`src/pbc_mux_pkg.sv`:
```
package pbc_mux_pkg;

    // ----------------------------------------------------------------
    // Register byte offsets
    // ----------------------------------------------------------------
    localparam logic [7:0] SYSCFG_OFS   = 8'h00;
    localparam logic [7:0] PINMUX_OFS   = 8'h04;
    localparam logic [7:0] PB_DATA_OFS  = 8'h08;
    localparam logic [7:0] PB_DIR_OFS   = 8'h0C;
    localparam logic [7:0] PC_DATA_OFS  = 8'h10;
    localparam logic [7:0] PC_DIR_OFS   = 8'h14;
    localparam logic [7:0] CAPTURE_OFS  = 8'h18;

    // ----------------------------------------------------------------
    // Field positions
    // ----------------------------------------------------------------
    localparam int CFG_PB_LO_BIT   = 5;
    localparam int CFG_PB_HI_BIT   = 6;
    localparam int CFG_PC_BIT      = 7;
    localparam int MUX_EXTERNAL_INTERRUPT_ONE_EDGE   = 0;
    localparam int MUX_EXTERNAL_INTERRUPT_TWO_EDGE   = 1;
    localparam int MUX_STROBE_BIT  = 3;
    localparam int PC_EXTERNAL_INTERRUPT_ONE_BIT     = 6;
    localparam int PC_EXTERNAL_INTERRUPT_TWO_BIT     = 7;

    // ----------------------------------------------------------------
    // Reset values and fixed masks
    // ----------------------------------------------------------------
    localparam logic [7:0] SYSCFG_RST  = 8'h00;
    localparam logic [7:0] PINMUX_RST  = 8'h00;
    localparam logic [7:0] PORT_RST    = 8'h00;
    localparam logic [7:0] PB_SER_OE   = 8'h29;

endpackage : pbc_mux_pkg

```
`src/pbc_mux.sv`:
```
// The address map and the APB register port were left to the implementer.
`timescale 1ns/1ps
module pbc_mux (
    // Clock and reset
    input  wire logic        CLOCK,
    input  wire logic        RST,
    // APB slave
    input  wire logic        PSEL,
    input  wire logic        PENABLE,
    input  wire logic        PWRITE,
    input  wire logic [7:0]  PADDR,
    input  wire logic [31:0] PWDATA,
    output logic      [31:0] PRDATA,
    output logic             PREADY,
    output logic             PSLVERR,
    // Port B pins
    input  wire logic [7:0]  PARALLEL_PORT_B_BITS_IN,
    output logic      [7:0]  PARALLEL_PORT_B_BITS_OUT,
    output logic      [7:0]  PARALLEL_PORT_B_BITS_OE,
    // Port C pins, bits 5 to 0
    input  wire logic [5:0]  PARALLEL_PORT_C_BITS_IN,
    output logic      [5:0]  PARALLEL_PORT_C_BITS_OUT,
    output logic      [5:0]  PARALLEL_PORT_C_BITS_OE,
    // External interrupt pins, active low; capture flags active high
    input  wire logic        EXTERNAL_INTERRUPT_ONE_N,
    input  wire logic        EXTERNAL_INTERRUPT_TWO_N,
    output logic      [1:0]  EXT_INT_CAPTURED,
    // Async channel 0 side
    input  wire logic        ASYNC0_REQUEST_TO_SEND_N,
    input  wire logic        ASYNC0_TRANSMIT,
    output logic             ASYNC0_CLEAR_TO_SEND_N,
    output logic             ASYNC0_CARRIER_DETECT_N,
    output logic             ASYNC0_RECEIVE,
    // Async channel 1 and clocked serial side
    input  wire logic        ASYNC1_TRANSMIT,
    output logic             ASYNC1_RECEIVE,
    output logic             CLOCKED_SERIAL_RX_OR_ASYNC1_CTS,
    // Serial channel A side
    input  wire logic        CHAN_A_REQUEST_TO_SEND_N,
    input  wire logic        CHAN_A_TERMINAL_READY_REQUEST_N,
    input  wire logic        CHAN_A_WAIT_REQUEST_N,
    input  wire logic        CHAN_A_SYNC_OUT_N,
    input  wire logic        CHAN_A_SYNC_OE,
    output logic             CHAN_A_SYNC_IN_N,
    output logic             CHAN_A_CARRIER_DETECT_N,
    output logic             CHAN_A_CLEAR_TO_SEND_N,
    // Processor bus strobe
    input  wire logic        MEMORY_WRITE_STROBE_N
);

    // ----------------------------------------------------------------
    // Registers and synchronisers
    // ----------------------------------------------------------------
    logic [7:0] syscfg_q;
    logic [7:0] pinmux_q;
    logic [7:0] pb_data_q;
    logic [7:0] pb_dir_q;
    logic [5:0] pc_data_q;
    logic [5:0] pc_dir_q;
    logic [1:0] capt_q;
    logic [7:0] pb_s1_q;
    logic [7:0] pb_s2_q;
    logic [5:0] pc_s1_q;
    logic [5:0] pc_s2_q;
    logic [1:0] int_s1_q;
    logic [1:0] int_s2_q;
    logic [1:0] int_prev_q;

    logic       acc;
    logic       wr;
    logic       mapped;
    logic [7:0] rd_d;
    logic [7:0] pb_sel;
    logic [7:0] pb_ser_out;
    logic [5:0] pc_sel;
    logic [5:0] pc_ser_out;
    logic [5:0] pc_ser_oe;
    logic [7:0] pb_out_d;
    logic [7:0] pb_oe_d;
    logic [5:0] pc_out_d;
    logic [5:0] pc_oe_d;
    logic [1:0] fall;
    logic [1:0] clr;

    // ----------------------------------------------------------------
    // APB slave
    // ----------------------------------------------------------------
    // The answer comes one cycle into the access phase so that read
    // data can leave a flip-flop; every access takes exactly three cycles, setup included.
    assign acc = PSEL & PENABLE & ~PREADY;
    assign wr  = PSEL & PENABLE & PREADY & PWRITE & ~PSLVERR;

    always_comb begin
        mapped = 1'b1;
        rd_d   = 8'h00;
        if (PADDR == pbc_mux_pkg::SYSCFG_OFS) begin
            rd_d = syscfg_q;
        end else if (PADDR == pbc_mux_pkg::PINMUX_OFS) begin
            rd_d = pinmux_q;
        end else if (PADDR == pbc_mux_pkg::PB_DATA_OFS) begin
            rd_d = (pb_dir_q & pb_data_q) | (~pb_dir_q & pb_s2_q);
        end else if (PADDR == pbc_mux_pkg::PB_DIR_OFS) begin
            rd_d = pb_dir_q;
        end else if (PADDR == pbc_mux_pkg::PC_DATA_OFS) begin
            // Bits 7 and 6 are input only and show the interrupt pins.
            rd_d = {~int_s2_q[1], ~int_s2_q[0],
                    (pc_dir_q & pc_data_q) | (~pc_dir_q & pc_s2_q)};
        end else if (PADDR == pbc_mux_pkg::PC_DIR_OFS) begin
            rd_d = {2'b00, pc_dir_q};
        end else if (PADDR == pbc_mux_pkg::CAPTURE_OFS) begin
            rd_d = {6'h00, capt_q};
        end else begin
            mapped = 1'b0;
        end
    end

    always_ff @(posedge CLOCK or posedge RST) begin
        if (RST) begin
            PREADY  <= 1'b0;
            PSLVERR <= 1'b0;
            PRDATA  <= 32'h0000_0000;
        end else begin
            PREADY  <= acc;
            PSLVERR <= acc & ~mapped;
            PRDATA  <= (acc & ~PWRITE) ? {24'h00_0000, rd_d} : 32'h0000_0000;
        end
    end

    always_ff @(posedge CLOCK or posedge RST) begin
        if (RST) begin
            syscfg_q  <= pbc_mux_pkg::SYSCFG_RST;
            pinmux_q  <= pbc_mux_pkg::PINMUX_RST;
            pb_data_q <= pbc_mux_pkg::PORT_RST;
            pb_dir_q  <= pbc_mux_pkg::PORT_RST;
            pc_data_q <= pbc_mux_pkg::PORT_RST[5:0];
            pc_dir_q  <= pbc_mux_pkg::PORT_RST[5:0];
        end else if (wr) begin
            if (PADDR == pbc_mux_pkg::SYSCFG_OFS) begin
                syscfg_q <= PWDATA[7:0];
            end else if (PADDR == pbc_mux_pkg::PINMUX_OFS) begin
                pinmux_q <= PWDATA[7:0];
            end else if (PADDR == pbc_mux_pkg::PB_DATA_OFS) begin
                pb_data_q <= PWDATA[7:0];
            end else if (PADDR == pbc_mux_pkg::PB_DIR_OFS) begin
                pb_dir_q <= PWDATA[7:0];
            end else if (PADDR == pbc_mux_pkg::PC_DATA_OFS) begin
                pc_data_q <= PWDATA[5:0];
            end else if (PADDR == pbc_mux_pkg::PC_DIR_OFS) begin
                pc_dir_q <= PWDATA[5:0];
            end
        end
    end

    // ----------------------------------------------------------------
    // Pin input synchronisers and interrupt edge capture
    // ----------------------------------------------------------------
    always_ff @(posedge CLOCK or posedge RST) begin
        if (RST) begin
            pb_s1_q    <= 8'hFF;
            pb_s2_q    <= 8'hFF;
            pc_s1_q    <= 6'h3F;
            pc_s2_q    <= 6'h3F;
            int_s1_q   <= 2'b11;
            int_s2_q   <= 2'b11;
            int_prev_q <= 2'b11;
        end else begin
            pb_s1_q    <= PARALLEL_PORT_B_BITS_IN;
            pb_s2_q    <= pb_s1_q;
            pc_s1_q    <= PARALLEL_PORT_C_BITS_IN;
            pc_s2_q    <= pc_s1_q;
            int_s1_q   <= {EXTERNAL_INTERRUPT_TWO_N, EXTERNAL_INTERRUPT_ONE_N};
            int_s2_q   <= int_s1_q;
            int_prev_q <= int_s2_q;
        end
    end

    assign fall = int_prev_q & ~int_s2_q &
                  {pinmux_q[pbc_mux_pkg::MUX_EXTERNAL_INTERRUPT_TWO_EDGE], pinmux_q[pbc_mux_pkg::MUX_EXTERNAL_INTERRUPT_ONE_EDGE]};
    // Only a one clears, and only in edge mode; a new edge in the same
    // cycle still sets the latch.
    assign clr  = (wr && PADDR == pbc_mux_pkg::PC_DATA_OFS) ?
                  ({PWDATA[pbc_mux_pkg::PC_EXTERNAL_INTERRUPT_TWO_BIT], PWDATA[pbc_mux_pkg::PC_EXTERNAL_INTERRUPT_ONE_BIT]} &
                   {pinmux_q[pbc_mux_pkg::MUX_EXTERNAL_INTERRUPT_TWO_EDGE],
                    pinmux_q[pbc_mux_pkg::MUX_EXTERNAL_INTERRUPT_ONE_EDGE]}) : 2'b00;

    always_ff @(posedge CLOCK or posedge RST) begin
        if (RST) begin
            capt_q           <= 2'b00;
            EXT_INT_CAPTURED <= 2'b00;
        end else begin
            capt_q           <= fall | (capt_q & ~clr);
            EXT_INT_CAPTURED <= fall | (capt_q & ~clr);
        end
    end

    // ----------------------------------------------------------------
    // Pin routing
    // ----------------------------------------------------------------
    assign pb_sel     = {{3{syscfg_q[pbc_mux_pkg::CFG_PB_HI_BIT]}},
                         {5{syscfg_q[pbc_mux_pkg::CFG_PB_LO_BIT]}}};
    assign pb_ser_out = {2'b11, ASYNC1_TRANSMIT, 1'b1, ASYNC0_TRANSMIT, 2'b11,
                         ASYNC0_REQUEST_TO_SEND_N};
    assign pc_sel     = {6{syscfg_q[pbc_mux_pkg::CFG_PC_BIT]}};
    assign pc_ser_out = {CHAN_A_WAIT_REQUEST_N, CHAN_A_SYNC_OUT_N,
                         CHAN_A_TERMINAL_READY_REQUEST_N, CHAN_A_REQUEST_TO_SEND_N,
                         2'b11};
    assign pc_ser_oe  = {1'b1, CHAN_A_SYNC_OE, 2'b11, 2'b00};

    always_comb begin
        pb_out_d = (pb_sel & pb_data_q) | (~pb_sel & pb_ser_out);
        pb_oe_d  = (pb_sel & pb_dir_q) | (~pb_sel & pbc_mux_pkg::PB_SER_OE);
        pc_out_d = (pc_sel & pc_data_q) | (~pc_sel & pc_ser_out);
        pc_oe_d  = (pc_sel & pc_dir_q) | (~pc_sel & pc_ser_oe);
        // The strobe takes the shared pin ahead of the port / RTS pair.
        if (!pinmux_q[pbc_mux_pkg::MUX_STROBE_BIT]) begin
            pc_out_d[2] = MEMORY_WRITE_STROBE_N;
            pc_oe_d[2]  = 1'b1;
        end
    end

    always_ff @(posedge CLOCK or posedge RST) begin
        if (RST) begin
            PARALLEL_PORT_B_BITS_OUT <= 8'hFF;
            PARALLEL_PORT_B_BITS_OE  <= 8'h00;
            PARALLEL_PORT_C_BITS_OUT <= 6'h3F;
            PARALLEL_PORT_C_BITS_OE  <= 6'h00;
        end else begin
            PARALLEL_PORT_B_BITS_OUT <= pb_out_d;
            PARALLEL_PORT_B_BITS_OE  <= pb_oe_d;
            PARALLEL_PORT_C_BITS_OUT <= pc_out_d;
            PARALLEL_PORT_C_BITS_OE  <= pc_oe_d;
        end
    end

    // ----------------------------------------------------------------
    // Serial-side inputs
    // ----------------------------------------------------------------
    // A pin owned by the parallel port presents an idle, deasserted level
    // to its channel, except channel 0 CTS which is forced active so
    // that the transmitter is never stalled by the port's pin level.
    always_ff @(posedge CLOCK or posedge RST) begin
        if (RST) begin
            ASYNC0_CLEAR_TO_SEND_N          <= 1'b1;
            ASYNC0_CARRIER_DETECT_N         <= 1'b1;
            ASYNC0_RECEIVE                  <= 1'b1;
            ASYNC1_RECEIVE                  <= 1'b1;
            CLOCKED_SERIAL_RX_OR_ASYNC1_CTS <= 1'b1;
            CHAN_A_CARRIER_DETECT_N         <= 1'b1;
            CHAN_A_CLEAR_TO_SEND_N          <= 1'b1;
            CHAN_A_SYNC_IN_N                <= 1'b1;
        end else begin
            ASYNC0_CLEAR_TO_SEND_N          <= ~pb_sel[1] & pb_s2_q[1];
            ASYNC0_CARRIER_DETECT_N         <= pb_sel[2] | pb_s2_q[2];
            ASYNC0_RECEIVE                  <= pb_sel[4] | pb_s2_q[4];
            ASYNC1_RECEIVE                  <= pb_sel[6] | pb_s2_q[6];
            CLOCKED_SERIAL_RX_OR_ASYNC1_CTS <= pb_sel[7] | pb_s2_q[7];
            CHAN_A_CARRIER_DETECT_N         <= pc_sel[0] | pc_s2_q[0];
            CHAN_A_CLEAR_TO_SEND_N          <= pc_sel[1] | pc_s2_q[1];
            CHAN_A_SYNC_IN_N                <= pc_sel[4] | pc_s2_q[4];
        end
    end

endmodule : pbc_mux

```
`config.mk`:
```
export PLATFORM = sky130hd
export DESIGN_NAME = pbc_mux
export DESIGN_NICKNAME = d
export VERILOG_FILES = /design/src/pbc_mux_pkg.sv /design/src/pbc_mux.sv
export SDC_FILE = /design/constraint.sdc
export NUM_CORES = 1
export LEC_CHECK = 0
export ABC_AREA = 1
export BUFFER_PORTS_ARGS = -buffer_cell sky130_fd_sc_hd__buf_2
export CORE_MARGIN = 4
export CORE_UTILIZATION = 52
export DETAILED_ROUTE_END_ITERATION = 8
export HOLD_SLACK_MARGIN = 0.05
export PLACE_DENSITY = 0.89
export SETUP_SLACK_MARGIN = 0.15
export SYNTH_ARGS = -nofsm -noshare
export SYNTH_HDL_FRONTEND = slang
export SYNTH_SLANG_ARGS = --single-unit
```
`constraint.sdc`:
```
create_clock -name CLOCK -period 4.5 [get_ports CLOCK]
set_input_delay 0.225 -clock CLOCK [delete_from_list [all_inputs] [get_ports CLOCK]]
set_output_delay 0.225 -clock CLOCK [all_outputs]
set_load 0.02 [all_outputs]
```
# Word-level counts from Yosys, hierarchy flattened
# Cells that the tools add are included.
# Widths: inputs -> output; s select.
[word_totals] reg_bits=126 word_cells=116
[op_classes] n_bitwise=55 muxes=18 n_eq_ne=6 n_reduce_logical=8
[op_table] op="$mux 8" n=6
[op_table] op="$and 8x8->8" n=5
[op_table] op="$and 6x6->6" n=6
[op_table] op="$eq 8x5->1 const B" n=3
[op_table] op="$or 6x6->6" n=3
[op_table] op="$eq 8x4->1 const B" n=2
[op_table] op="$not 8->8" n=2
[op_table] op="$or 8x8->8" n=2
[op_table] op="$not 1->1" n=12
[op_table] op="$not 6->6" n=2
[op_table] op="$mux 1" n=9
[op_table] op="$and 1x1->1" n=8
[op_table] op="$and 2x2->2" n=4
[op_table] op="$eq 8x3->1 const B" n=1
[op_table] op="$logic_not 8->1" n=1
[op_table] op="$or 8x6->8" n=1
[op_table] op="$or 1x1->1" n=7
[op_table] op="$reduce_and 7->1" n=1
[op_table] op="$mux 6" n=1
[op_table] op="$reduce_and 6->1" n=1
[op_table] op="$reduce_and 5->1" n=1
[op_table] op="$mux 2" n=2
[op_table] op="$not 2->2" n=2
[op_table] op="$reduce_and 4->1" n=1
[op_table] op="4 further kinds" n=4

# Longest topological paths before layout
# Gate-level depths: netlist of run 1.
[logic_depth] ltp_word=10 mapped_depth=10 ltp_nobuf=9

# Worst setup path before layout of run 1
# OpenSTA, ideal clock, no wires.
[synth_path] path_type="reg-to-reg" from="register PREADY" to="register pb_dir_q[0]" required_ns=4.380 path_buffers=1 stages_incl_launch_ff=9 t_arrival_ns=1.374 setup_ns=0.120 path_slack_ns=3.006 path_cell_list="dfrtp_1 -> inv_1 -> nor2_1 -> nand3_1 -> nor2_8 -> nand3_4 -> buf_6 -> nand2_2 -> o21ai_2"
[synth_between] elab_chain_cells=4
[synth_rtl] item="start, declared" line="pbc_mux.sv:14" text="output logic PREADY,"
[synth_rtl] item="start signal, assigned" line="pbc_mux.sv:119" text="PREADY <= 1'b0;"
[synth_rtl] item="start signal, assigned" line="pbc_mux.sv:123" text="PREADY <= acc;"
[synth_rtl] item="$and 1x1->1 (3 in series)" line="pbc_mux.sv:91" text="assign wr = PSEL & PENABLE & PREADY & PWRITE & ~PSLVERR;"
[synth_rtl] item="$reduce_and 5->1 (no line)"
[synth_rtl] item="end signal, assigned" line="pbc_mux.sv:134" text="pb_dir_q <= pbc_mux_pkg::PORT_RST;"
[synth_rtl] item="end signal, assigned" line="pbc_mux.sv:145" text="pb_dir_q <= PWDATA[7:0];"
[synth_rtl] item="end, declared" line="pbc_mux.sv:57" text="logic [7:0] pb_dir_q;"
# No other way between the ends.
# A chain may end at the register's enable or synchronous reset.

# Final worst setup path of run 1
[layout_path] from="register PREADY" to="register PRDATA[0]"
[layout_between] elab_chain_cells=4
[layout_rtl] item="$not 1->1" line="pbc_mux.sv:90" text="assign acc = PSEL & PENABLE & ~PREADY;"
[layout_rtl] item="$and 1x1->1" line="pbc_mux.sv:90"
[layout_rtl] item="$and 1x1->1" line="pbc_mux.sv:125" text="PRDATA <= (acc & ~PWRITE) ? {24'h00_0000, rd_d} : 32'h0000_0000;"
[layout_rtl] item="$mux 8" line="pbc_mux.sv:125"
[layout_rtl] item="end signal, assigned" line="pbc_mux.sv:125"
[layout_rtl] item="end, declared" line="pbc_mux.sv:13" text="output logic [31:0] PRDATA,"
# No other way between the ends.

==> results.md, run 1 <==
- Area growth syn-to-layout: 27.2%
- Nets: 726
- Filler cell count: 740
- Pwr per Cell Area: 419 nW/um2
- Setup crit start kind: flip-flop
- Core Region: roughly 9700 um2
- # IOs: 142
- Max rail drop VDD: between 200 and 300 uV
- Min-Delay Startpoint: PWDATA[5]
- Die Area: 11,500 um2
- Antenna Nets Post-Route: 0
- Root Buffer Master: clkbuf_8
- WL per Instance: between 15 and 20 um
- Clk sinks: 126
- CTS tree: yes
- Drc violations: 0
- Worst min-delay path class: in2reg
- Yosys cell types: 32
- Chip Width: 107 um
- Post-Route Skew: 0.0108 ns
- Clock transition at path regs: 0.06 ns
- Rows: 36
- Synth Register Bits: 126
- Overall power: between 2 and 3 mW
- Post-route insts no fill: roughly 800
- Status: finished clean
- Tmin final: ~2.1 ns
- Clock power frac: around half
- Final setup TNS: 0 ns
- GPL Wtd Cong: just under 0.9
- Crit Path Class: reg2reg
- Crit path from: PREADY
- Final Hold Fails: 0
- Worst Path Arrival: 2.54 ns
- Internal: around 2.2 mW
- Final Cycle Share: between 40% and 50%
- Required @ worst endpoint: slightly below 5 ns
- Post-Route WL: around 13 mm
- Seq pwr share: around 43%
- Pin count of the biggest net entering global routing: 88
- Critical path capture point type: flip-flop
- PortBufs: 93
- MaxCap Viol Count: 0
- Layout cells sized above 1: 32.0%
- Cells after Synth: ~520
- Share of the yosys chip area belonging to registers: 62.6%
- R2R Path Start: PREADY
- Syn_area_per_cell: around 10 um2
- Setup WS post-layout: ~2.4 ns
- R2R Setup Slk: between 2 and 2.5 ns
- Dpl hpwl: slightly above 8 mm
- Gr usage total: between 20% and 30%
- F_max: approximately 0.47 GHz
- Pre-antenna DRT Iters: 6
- Setup violations, final: 0
- Antenna diodes: 0
- # placed instances: 740
- Vias: 4,051
- Max Slew Vio Count: 0
- Final core occ: about two thirds
- Vias in the first global route: 3,923
- Netlist Area Pre-Place: 5140 um2
- Maximum buffer depth of the clock tree: 2
- Initial antenna violation count: 0
- CP max-delay cell: nor3_1
- Unrepaired setup endpoints after global routing: false
- Yosys Warn Count: 0
- GR Overflow Total: 0
- First-pass GRT wire length: between 20 and 25 mm
- TritonCTS Buffers: 17
- Crit path largest cell delay: roughly 1.0 ns
- Die Y: between 100 and 150 um
- Worst-Margin Slew: about 1.3 ns
- Pre-CTS WS: approximately 2.5 ns
- Clock latency on the worst-skew pair: 0.53 ns
- Worst-path fanout max: 8
- Vias per cell: between 5 and 6
- Switching power: 580 uW
- Htree depth: 4
- DRT iter0 DRCs: between 300 and 400
- Sw frac: 21.2%
- Slew HR: 14.4%
- Comb pwr share: approximately 5.4%
- Critical-path cell list: nor3_1 > o211ai_1 > a21oi_1
- Leakage: 3.20 nW
- Starting density of the core: a little over half
## synth_stat cells
master	number	area share (%)
o21ai_0	42	4.1
clkinv_1	1	0.073
nand2_1	137	10
nand2_2	4	0.49
inv_1	55	4.0
nor2_1	32	2.3
nand2_8	1	0.39
o31ai_1	1	0.15
dfstp_2	56	29
buf_2	2	0.19
or2_2	9	1.1
a21oi_1	14	1.4
a31oi_1	1	0.12
clkbuf_1	2	0.15
o21a_1	2	0.29
nor3_1	1	0.097
nor2_8	1	0.39
o21ai_1	18	1.8
nor4_1	1	0.12
inv_2	2	0.15
nand2_4	3	0.66
buf_6	4	0.88
nor2_4	2	0.44
nand3_1	22	2.1
o21ai_2	8	1.4
buf_4	24	3.5
inv_8	1	0.22
conb_1	1	0.073
o211ai_1	1	0.15
dfrtp_1	70	34
nand3_4	1	0.34
nor2_2	3	0.36
## sequential cells by signal (all words and copies together), names as in the netlist, 6 cells and up
signal,count
PARALLEL_PORT_B_BITS_OUT,8
PRDATA,8
pb_dir_q,8
pb_s2_q,8
pc_s2_q,6
PARALLEL_PORT_B_BITS_OE,8
pb_s1_q,8
pb_data_q,8
PARALLEL_PORT_C_BITS_OUT,6
pinmux_q,8
pc_data_q,6
pc_s1_q,6
PARALLEL_PORT_C_BITS_OE,6
pc_dir_q,6
syscfg_q,8
## power by group through the flow
stage | Sequential, mW | Combinational (mW) | Clock [mW]
after floorplan | 1.21 | 0.0820 | 0
after global placement | 1.20 | 0.123 | 0
after detailed placement | 1.20 | 0.126 | 0
after CTS | 1.19 | 0.147 | 1.41
after global routing | 1.19 | 0.162 | 1.47
final | 1.19 | 0.147 | 1.40
## layout make-up
cell class | instances | area [um2] | share of cell area [%]
Clock buffer | 27 | 512 | 7.82
Multi-Input combinational cell | 328 | 1540 | 23.5
Inverter | 59 | 231 | 3.54
Clock inverter | 5 | 100 | 1.53
Timing Repair Buffer | 124 | 773 | 11.8
Tap cell | 133 | 166 | 2.54
Sequential cell | 126 | 3220 | 49.3
## cells by family after synthesis
kind of cell           after synthesis  synth area share (%)
buffers and inverters               91                  9.17
flip-flops                         126                  62.6
AO/OA/AOI/OAI                       87                  9.27
other                                1                0.0729
AND/OR/NAND/NOR                    217                  18.8
## cells in the final DEF, fill, tap and decap left out, types with 7 or more instances in the layout
cell type	count
nand2_1	137
buf_2	93
dfrtp_1	70
dfstp_2	56
inv_1	54
o21ai_0	42
nor2_1	32
dlygate4sd3_1	30
conb_1	24
nand3_1	22
o21ai_1	18
clkbuf_16	16
a21oi_1	14
or2_2	9
o21ai_2	8
clkbuf_8	7
## final timing paths
check | cells after the start | endpoint
max in group asynchronous | 4 | ASYNC0_RECEIVE
worst min-delay path | 3 | pb_dir_q[5]
worst max-delay path | 3 | PRDATA[0]
worst min register to register | 0 | pc_s2_q[3]
worst max register to register | 3 | PRDATA[0]
min in group asynchronous | 3 | PRDATA[3]
## metal layers
layer	vias to the layer above	track usage [%]	part of all wire, %
met5	-	0	0
met4	0	10.1	3.6
li1	1866	-	-
met3	53	6.96	7.3
met1	1925	29.1	40
met2	207	36.8	49
## critical path: cells and delay by family, from the launching register on
kind	cells	cell delay [ns]
flops	1	0.40
compound gates	2	0.60
simple gates	1	1.02
## what timing repair did
item | in CTS | in global routing
resized for setup | 0 | 0
hold endpoints to repair | 79 | 0
setup buffers | 0 | 0
hold buffers | 30 | 0
## metrics by stage
stage	hold slack (ns)	area [um2]
floorplan	0.229	5230
global placement	0.330	5630
detailed placement	0.331	5630
CTS	0.0556	6540
global route	0.0879	6540
finish	0.0657	6540
No activity file was read; power rests on OpenSTA's default activity.
==> run 2, diff against run 1 <==
Settings changed: ABC_AREA 1 to 0, CORE_UTILIZATION 52 to 47, PLACE_DENSITY 0.89 to 0.86.
Clock period 4.5 ns to 1.8 ns, I/O delays scaled along.
==> results.md, run 2 <==
- MaxCap Viol Count: 0 (unchanged)
- CTS tree: yes (unchanged)
- Antenna Nets Post-Route: 0 (unchanged)
- Dominant cell type by area after synthesis: dfrtp_1 (unchanged)
- Syn_area_per_cell: 13.8 um2 (was 9.86 um2)
- Setup WS post-layout: 0.191 ns (was 2.39 ns)
- M3 GR Usage: 6.93% (was 6.96%)
- Synth top area share: 35.0% (was 34.0%)
- Simple-gate portion of the synthesized area: 12.3% (was 18.8%)
- Die Y: 111 um (was 107 um)
- Worst min-delay path class: in2reg (unchanged)
- Cells after Synth: 362 (was 522)
- # placed instances: 597 (was 740)
- Final core occ: 64.9% (was 67.6%)
- # IOs: 142 (unchanged)
- Pre-antenna DRT Iters: 5 (was 6)
- Starting density of the core: 48.4% (was 53.1%)
- Asr flop ratio synth: 100% (unchanged)
- Nets: 589 (was 726)
- Most common cell after layout, fill and taps aside: buf_2 (was nand2_1)
- Vias: 3,366 (was 4,051)
- Met2 usage: 29.4% (was 36.8%)
- Multiplexer area fraction after synthesis: 12.5% (was 0%)
- Unrepaired setup endpoints after global routing: false (unchanged)
- Final Hold Fails: 0 (unchanged)
- Pwr per Cell Area: 1020 nW/um2 (was 419 nW/um2)
- Setup violations, final: 0 (unchanged)
- Post-Route Skew: 0.00809 ns (was 0.0108 ns)
- Top Usage Layer GRT: met2 (unchanged)
- Initial antenna violation count: 3 (was 0)
- Count leader, synth: dfrtp_1 (was nand2_1)
- GPL Wtd Cong: 0.836 (was 0.891)
- Worst-path fanout max: 6 (was 8)
- Pin count of the biggest net entering global routing: 127 (was 88)
- Overall power: 6.83 mW (was 2.74 mW)
- Maximum buffer depth of the clock tree: 2 (unchanged)
- M1 GR Usage: 23.1% (was 29.1%)
- Final Cycle Share: 89.4% (was 46.9%)
- R2R Setup Slk: 0.19 ns (was 2.39 ns)
- First-pass GRT wire length: 17.9 mm (was 20.1 mm)
- Post-route insts no fill: 669 (was 802)
- Synth Area in XOR/XNOR: 0% (unchanged)
- Chip Width: 111 um (was 107 um)
- Clock transition at path regs: 0.06 ns (about the same)
- Gr usage total: 18.7% (was 23.0%)
- Slew HR: 54.0% (was 14.4%)
- Synth Area in Compound Gates: 5.91% (was 9.27%)
- Top cells by area, synth: dfrtp_1, dfstp_2, mux2_2, buf_4, nand2b_1 (was dfrtp_1, dfstp_2, nand2_1, o21ai_0, inv_1)
- Final setup TNS: 0 ns (unchanged)
- Pre-CTS WS: -0.00783 ns (was 2.49 ns)
- Leakage: 3.07 nW (was 3.20 nW)
- Dpl hpwl: 7.36 mm (was 8.05 mm)
- Share of the yosys chip area belonging to registers: 64.5% (was 62.6%)
- Yosys cell types: 50 (was 32)
- Area growth syn-to-layout: 34.1% (was 27.2%)
- Critical path capture point type: flip-flop (unchanged)
- Layout cells sized above 1: 52.1% (was 32.0%)
- F_max: 0.621 GHz (was 0.474 GHz)
- Vias in the first global route: 3,599 (was 3,923)
- Required @ worst endpoint: 2.20 ns (was 4.94 ns)
- Worst Path Arrival: 2.01 ns (was 2.54 ns)
- Vias per cell: 5.03 (was 5.05)
- Die Area: 12,400 um2 (was 11,500 um2)
- Tmin final: 1.61 ns (was 2.11 ns)
- Rows: 37 (was 36)
- Worst hold stages: 5 (was 3)
- Setup crit start kind: flip-flop (unchanged)
- Htree depth: 4 (unchanged)
- Main flop type after synthesis: dfrtp_1 (unchanged)
- Worst-Margin Slew: 0.691 ns (was 1.27 ns)
- Largest family of logic cells by synthesized area: multiplexers (was simple AND/OR/NAND/NOR gates)
- Commonest cells in the netlist: dfrtp_1, dfstp_2, mux2_2 (was nand2_1, dfrtp_1, dfstp_2)
- Clock latency on the worst-skew pair: 0.52 ns (was 0.53 ns)
- Core Region: 10,300 um2 (was 9680 um2)
- Drc violations: 0 (unchanged)
- R2R depth: 5 (was 3)
- GR Overflow Total: 0 (unchanged)
- Synth Register Bits: 126 (unchanged)
- DRT iter0 DRCs: 163 (was 343)
- Status: finished clean (unchanged)
- WL per Instance: 16.6 um (was 15.8 um)
- Max rail drop VDD: 522 uV (was 252 uV)
- Root Buffer Master: clkbuf_8 (unchanged)
- Most frequent cells in the layout: buf_2, dfrtp_1, dfstp_2, mux2_2, dlygate4sd3_1 (was nand2_1, buf_2, dfrtp_1, dfstp_2, inv_1)
- Crit Path Class: reg2reg (unchanged)
- Max Slew Vio Count: 0 (unchanged)
- Clk sinks: 126 (unchanged)
- Post-Route WL: 11.1 mm (was 12.7 mm)
- PortBufs: 93 (unchanged)
- Yosys Warn Count: 0 (unchanged)
- Adder-cell share of the synthesized area: 0% (unchanged)
- TritonCTS Buffers: 17 (unchanged)
- EDFF count, synth: 0 (unchanged)
- Netlist Area Pre-Place: 5000 um2 (was 5140 um2)
[run 2: changes by cell type in the layout (fill, tap and decap cells not counted), sizes merged, moves of 7 or more]
cell	previous run	this run
nand3	23	3
nand2b	0	17
nand2	145	12
buf	94	113
dlygate4sd3	30	37
and2	0	8
inv	58	2
nor2	38	13
mux2	0	51
o21ai	68	16
[run 2: metrics by stage]
stage | instance area, um2 | hold WS [ns]
global route | 6700 | 0.108
floorplan | 5110 | 0.0945
finish | 6700 | 0.0973
detailed placement | 5680 | 0.196
global placement | 5680 | 0.195
CTS | 6680 | 0.0750
[run 2: worst max-delay path, stage by stage (launching register included)]
cell	delay, ns
dfrtp_2	0.39
nand2_2	0.08
or3_4	0.38
nor2_2	0.11
buf_4	0.18
mux2_2	0.35
[run 2: report_power, final]
part | switching (mW) | internal (mW) | total, mW
Sequential | 0.0248 | 2.94 | 2.97
Clock | 1.20 | 2.26 | 3.45
Combinational | 0.249 | 0.166 | 0.415
[run 2: what timing repair did]
action / CTS / global route
hold buffers: 37 / 0
endpoints found under the hold margin: 145 / 0
endpoints found under the setup margin: 14 / 24
resized for setup: 1 / 6
setup buffers: 2 / 0
pin swaps: 1 / 2
[run 2: path summary, 6_finish.rpt]
kind / start / endpoint
setup / recovery: PREADY / pc_data_q[1]
hold / removal: PADDR[1] / PRDATA[1]
setup reg to reg: PREADY / pc_data_q[1]
hold reg to reg: pb_s1_q[0] / pb_s2_q[0]
max in group asynchronous: RST / PREADY
min in group asynchronous: RST / PARALLEL_PORT_B_BITS_OE[4]
[run 2: cells by family after synthesis]
logic type | Yosys count
mux | 56
compound gates | 47
buf+inv | 39
flops | 126
other cells | 1
simple gates | 93
[run 2: final cells by class]
type,instances,area (um2)
antenna,1,2.50
clock buffer,23,477
clock inverter,9,133
fill,769,3620
inverter,4,18.8
multi-input combinational,220,1660
sequential,126,3220
tap,136,170
timing repair buffer,150,1020
[run 2: layer usage]
metal	part of all wire [%]	wire, um
met2	49	5420
met4	2.1	230
met3	7.2	802
met1	42	4630
met5	0.13	14
==> run 3, diff against run 2 <==
Settings changed: ABC_AREA 0 to 1, GPL_ROUTABILITY_DRIVEN set to 0.
==> results.md, run 3 (synthesis gave the netlist of run 1 again) <==
- Status: finished clean (unchanged)
- Post-Route WL: 12.7 mm (was 11.1 mm)
- TritonCTS Buffers: 17 (unchanged)
- Worst min-delay path class: in2async (was in2reg)
- Tmin final: 1.53 ns (was 1.61 ns)
- Multi-input logic area: 1550 um2 (was 1660 um2)
- Setup violations, final: 0 (unchanged)
- Chip Width: 113 um (was 111 um)
- Worst-path fanout max: 12 (was 6)
- Pre-CTS WS: 0.205 ns (was -0.00783 ns)
- CP max-delay cell: dlygate4sd3_1 (was dfrtp_2)
- Clk sinks: 126 (unchanged)
- Worst Path Buf+Inv: 3 (was 1)
- Final core occ: 64.1% (was 64.9%)
- Vias in the first global route: 4,252 (was 3,599)
- Max rail drop VDD: 504 uV (was 522 uV)
- Final setup TNS: 0 ns (unchanged)
- Worst-Margin Slew: 0.521 ns (was 0.691 ns)
- Area growth syn-to-layout: 30.9% (was 34.1%)
- Final Hold Fails: 0 (unchanged)
- Dpl hpwl: 8.11 mm (was 7.36 mm)
- Root Buffer Master: clkbuf_8 (unchanged)
- PortBufs: 93 (unchanged)
- Initial antenna violation count: 0 (was 3)
- Reg area: 3220 um2 (about the same)
- Clock transition at path regs: 0.06 ns (about the same)
- Crit path largest cell delay: 0.55 ns (was 0.39 ns)
- Post-Route Skew: 0.00649 ns (was 0.00809 ns)
- Required @ worst endpoint: 2.18 ns (was 2.20 ns)
- Drc violations: 0 (unchanged)
- # Post-CTS Setup Buffers: 0 (was 2)
- Antenna Nets Post-Route: 0 (unchanged)
- Gr usage total: 20.9% (was 18.7%)
- Critical-path cell list: dlygate4sd3_1 > buf_2 > nor2_1 > nand2_2 > nor2_4 > nand2_1 > buf_4 > nand2_1 > o21ai_0 (was nand2_2 > or3_4 > nor2_2 > buf_4 > mux2_2)
- CTS tree: yes (unchanged)
- Htree depth: 4 (unchanged)
- Vias: 4,088 (was 3,366)
- Max Slew Vio Count: 0 (unchanged)
- Leakage: 3.26 nW (was 3.07 nW)
- Crit Path Class: in2reg (was reg2reg)
- Setup crit start kind: input pin (was flip-flop)
- Filler cell count: 769 (unchanged)
- WL per Instance: 15.5 um (was 16.6 um)
- Slew HR: 65.2% (was 54.0%)
- Unrepaired setup endpoints after global routing: false (unchanged)
- Maximum buffer depth of the clock tree: 2 (unchanged)
- MaxCap Viol Count: 0 (unchanged)
- # IOs: 142 (unchanged)
- Most Frequent Cell on Critical Path: nand2_1
- GR Overflow Total: 0 (unchanged)
- Rows: 37 (unchanged)
- Pwr per Cell Area: 1020 nW/um2 (about the same)
- Core Region: 10,500 um2 (was 10,300 um2)
- Clock latency on the worst-skew pair: 0.52 ns (about the same)
- Pin count of the biggest net entering global routing: 47 (was 127)
- Final Cycle Share: 85.2% (was 89.4%)
- DRT iter0 DRCs: 447 (was 163)
- Die Area: 12,700 um2 (was 12,400 um2)
- Vias per cell: 4.99 (was 5.03)
- Worst Path Arrival: 1.92 ns (was 2.01 ns)
- Critical path capture point type: flip-flop (unchanged)
- Overall power: 6.89 mW (was 6.83 mW)
- Setup WS post-layout: 0.266 ns (was 0.191 ns)
- F_max: 0.652 GHz (was 0.621 GHz)
- Die Y: 113 um (was 111 um)
- First-pass GRT wire length: 20.8 mm (was 17.9 mm)
- Layout cells sized above 1: 32.9% (was 52.1%)
- CP top delay family: buffers and inverters (was simple AND/OR/NAND/NOR gates)
- Pre-antenna DRT Iters: 5 (unchanged)
- Nets: 741 (was 589)
- Most frequent cells in the layout: nand2_1, buf_2, dfrtp_1, dfstp_2, inv_1 (was buf_2, dfrtp_1, dfstp_2, mux2_2, dlygate4sd3_1)
- Starting density of the core: 49.0% (was 48.4%)
- Most common cell after layout, fill and taps aside: nand2_1 (was buf_2)
- Antenna diodes: 0 (was 1)
run 3: metal layers:
layer	global-route usage [%]	share of wire [%]	wire length, um
met1	25.1	38	4890
met3	6.20	8.7	1110
met4	11.1	2.7	341
met5	0	0	0
met2	33.8	50	6380
run 3: path summary, 6_finish.rpt:
kind,startpoint,cells past startpoint,to,slack (ns)
worst max-delay path,PADDR[2],9,pc_data_q[3],0.27
worst min-delay path,RST,3,pb_dir_q[7],0.16
worst max register to register,PREADY,7,pb_dir_q[1],0.27
worst min register to register,pb_s1_q[0],0,pb_s2_q[0],0.35
max in group asynchronous,RST,4,PARALLEL_PORT_B_BITS_OUT[6],0.98
min in group CLOCK,PSEL,6,PRDATA[4],0.17
run 3: final cells by class:
type                    count  area share (%)
clock buffers              22            6.87
inverters                  59            3.46
well taps                 136            2.53
multi-input cells         328            23.1
flip-flops and latches    126            47.9
clock inverters            10            2.38
repair buffers            139            13.8
run 3: per-stage QoR:
step	cells	area (um2)	hold WS, ns
2_1_floorplan	545	5240	0.0945
3_3_place_gp	750	5710	0.160
3_5_place_dp	750	5710	0.164
4_1_cts	820	6720	0.137
5_1_grt	820	6730	0.178
6_report	820	6730	0.160
run 3: worst min-delay path: cells and delay by family:
family,cells,cell delay (ns)
buffers and inverters,3,1.02
run 3: timing repair:
action | 4_1_cts | 5_1_grt
hold buffers | 38 | 0
setup endpoints to repair | 0 | 23
hold endpoints to repair | 159 | 0
gates resized for setup | 0 | 4
run 3: power by group:
part           switching [mW]  internal, mW
Combinational           0.250         0.146
Clock                    1.18          2.35
Sequential             0.0233          2.94
Total                    1.45          5.44
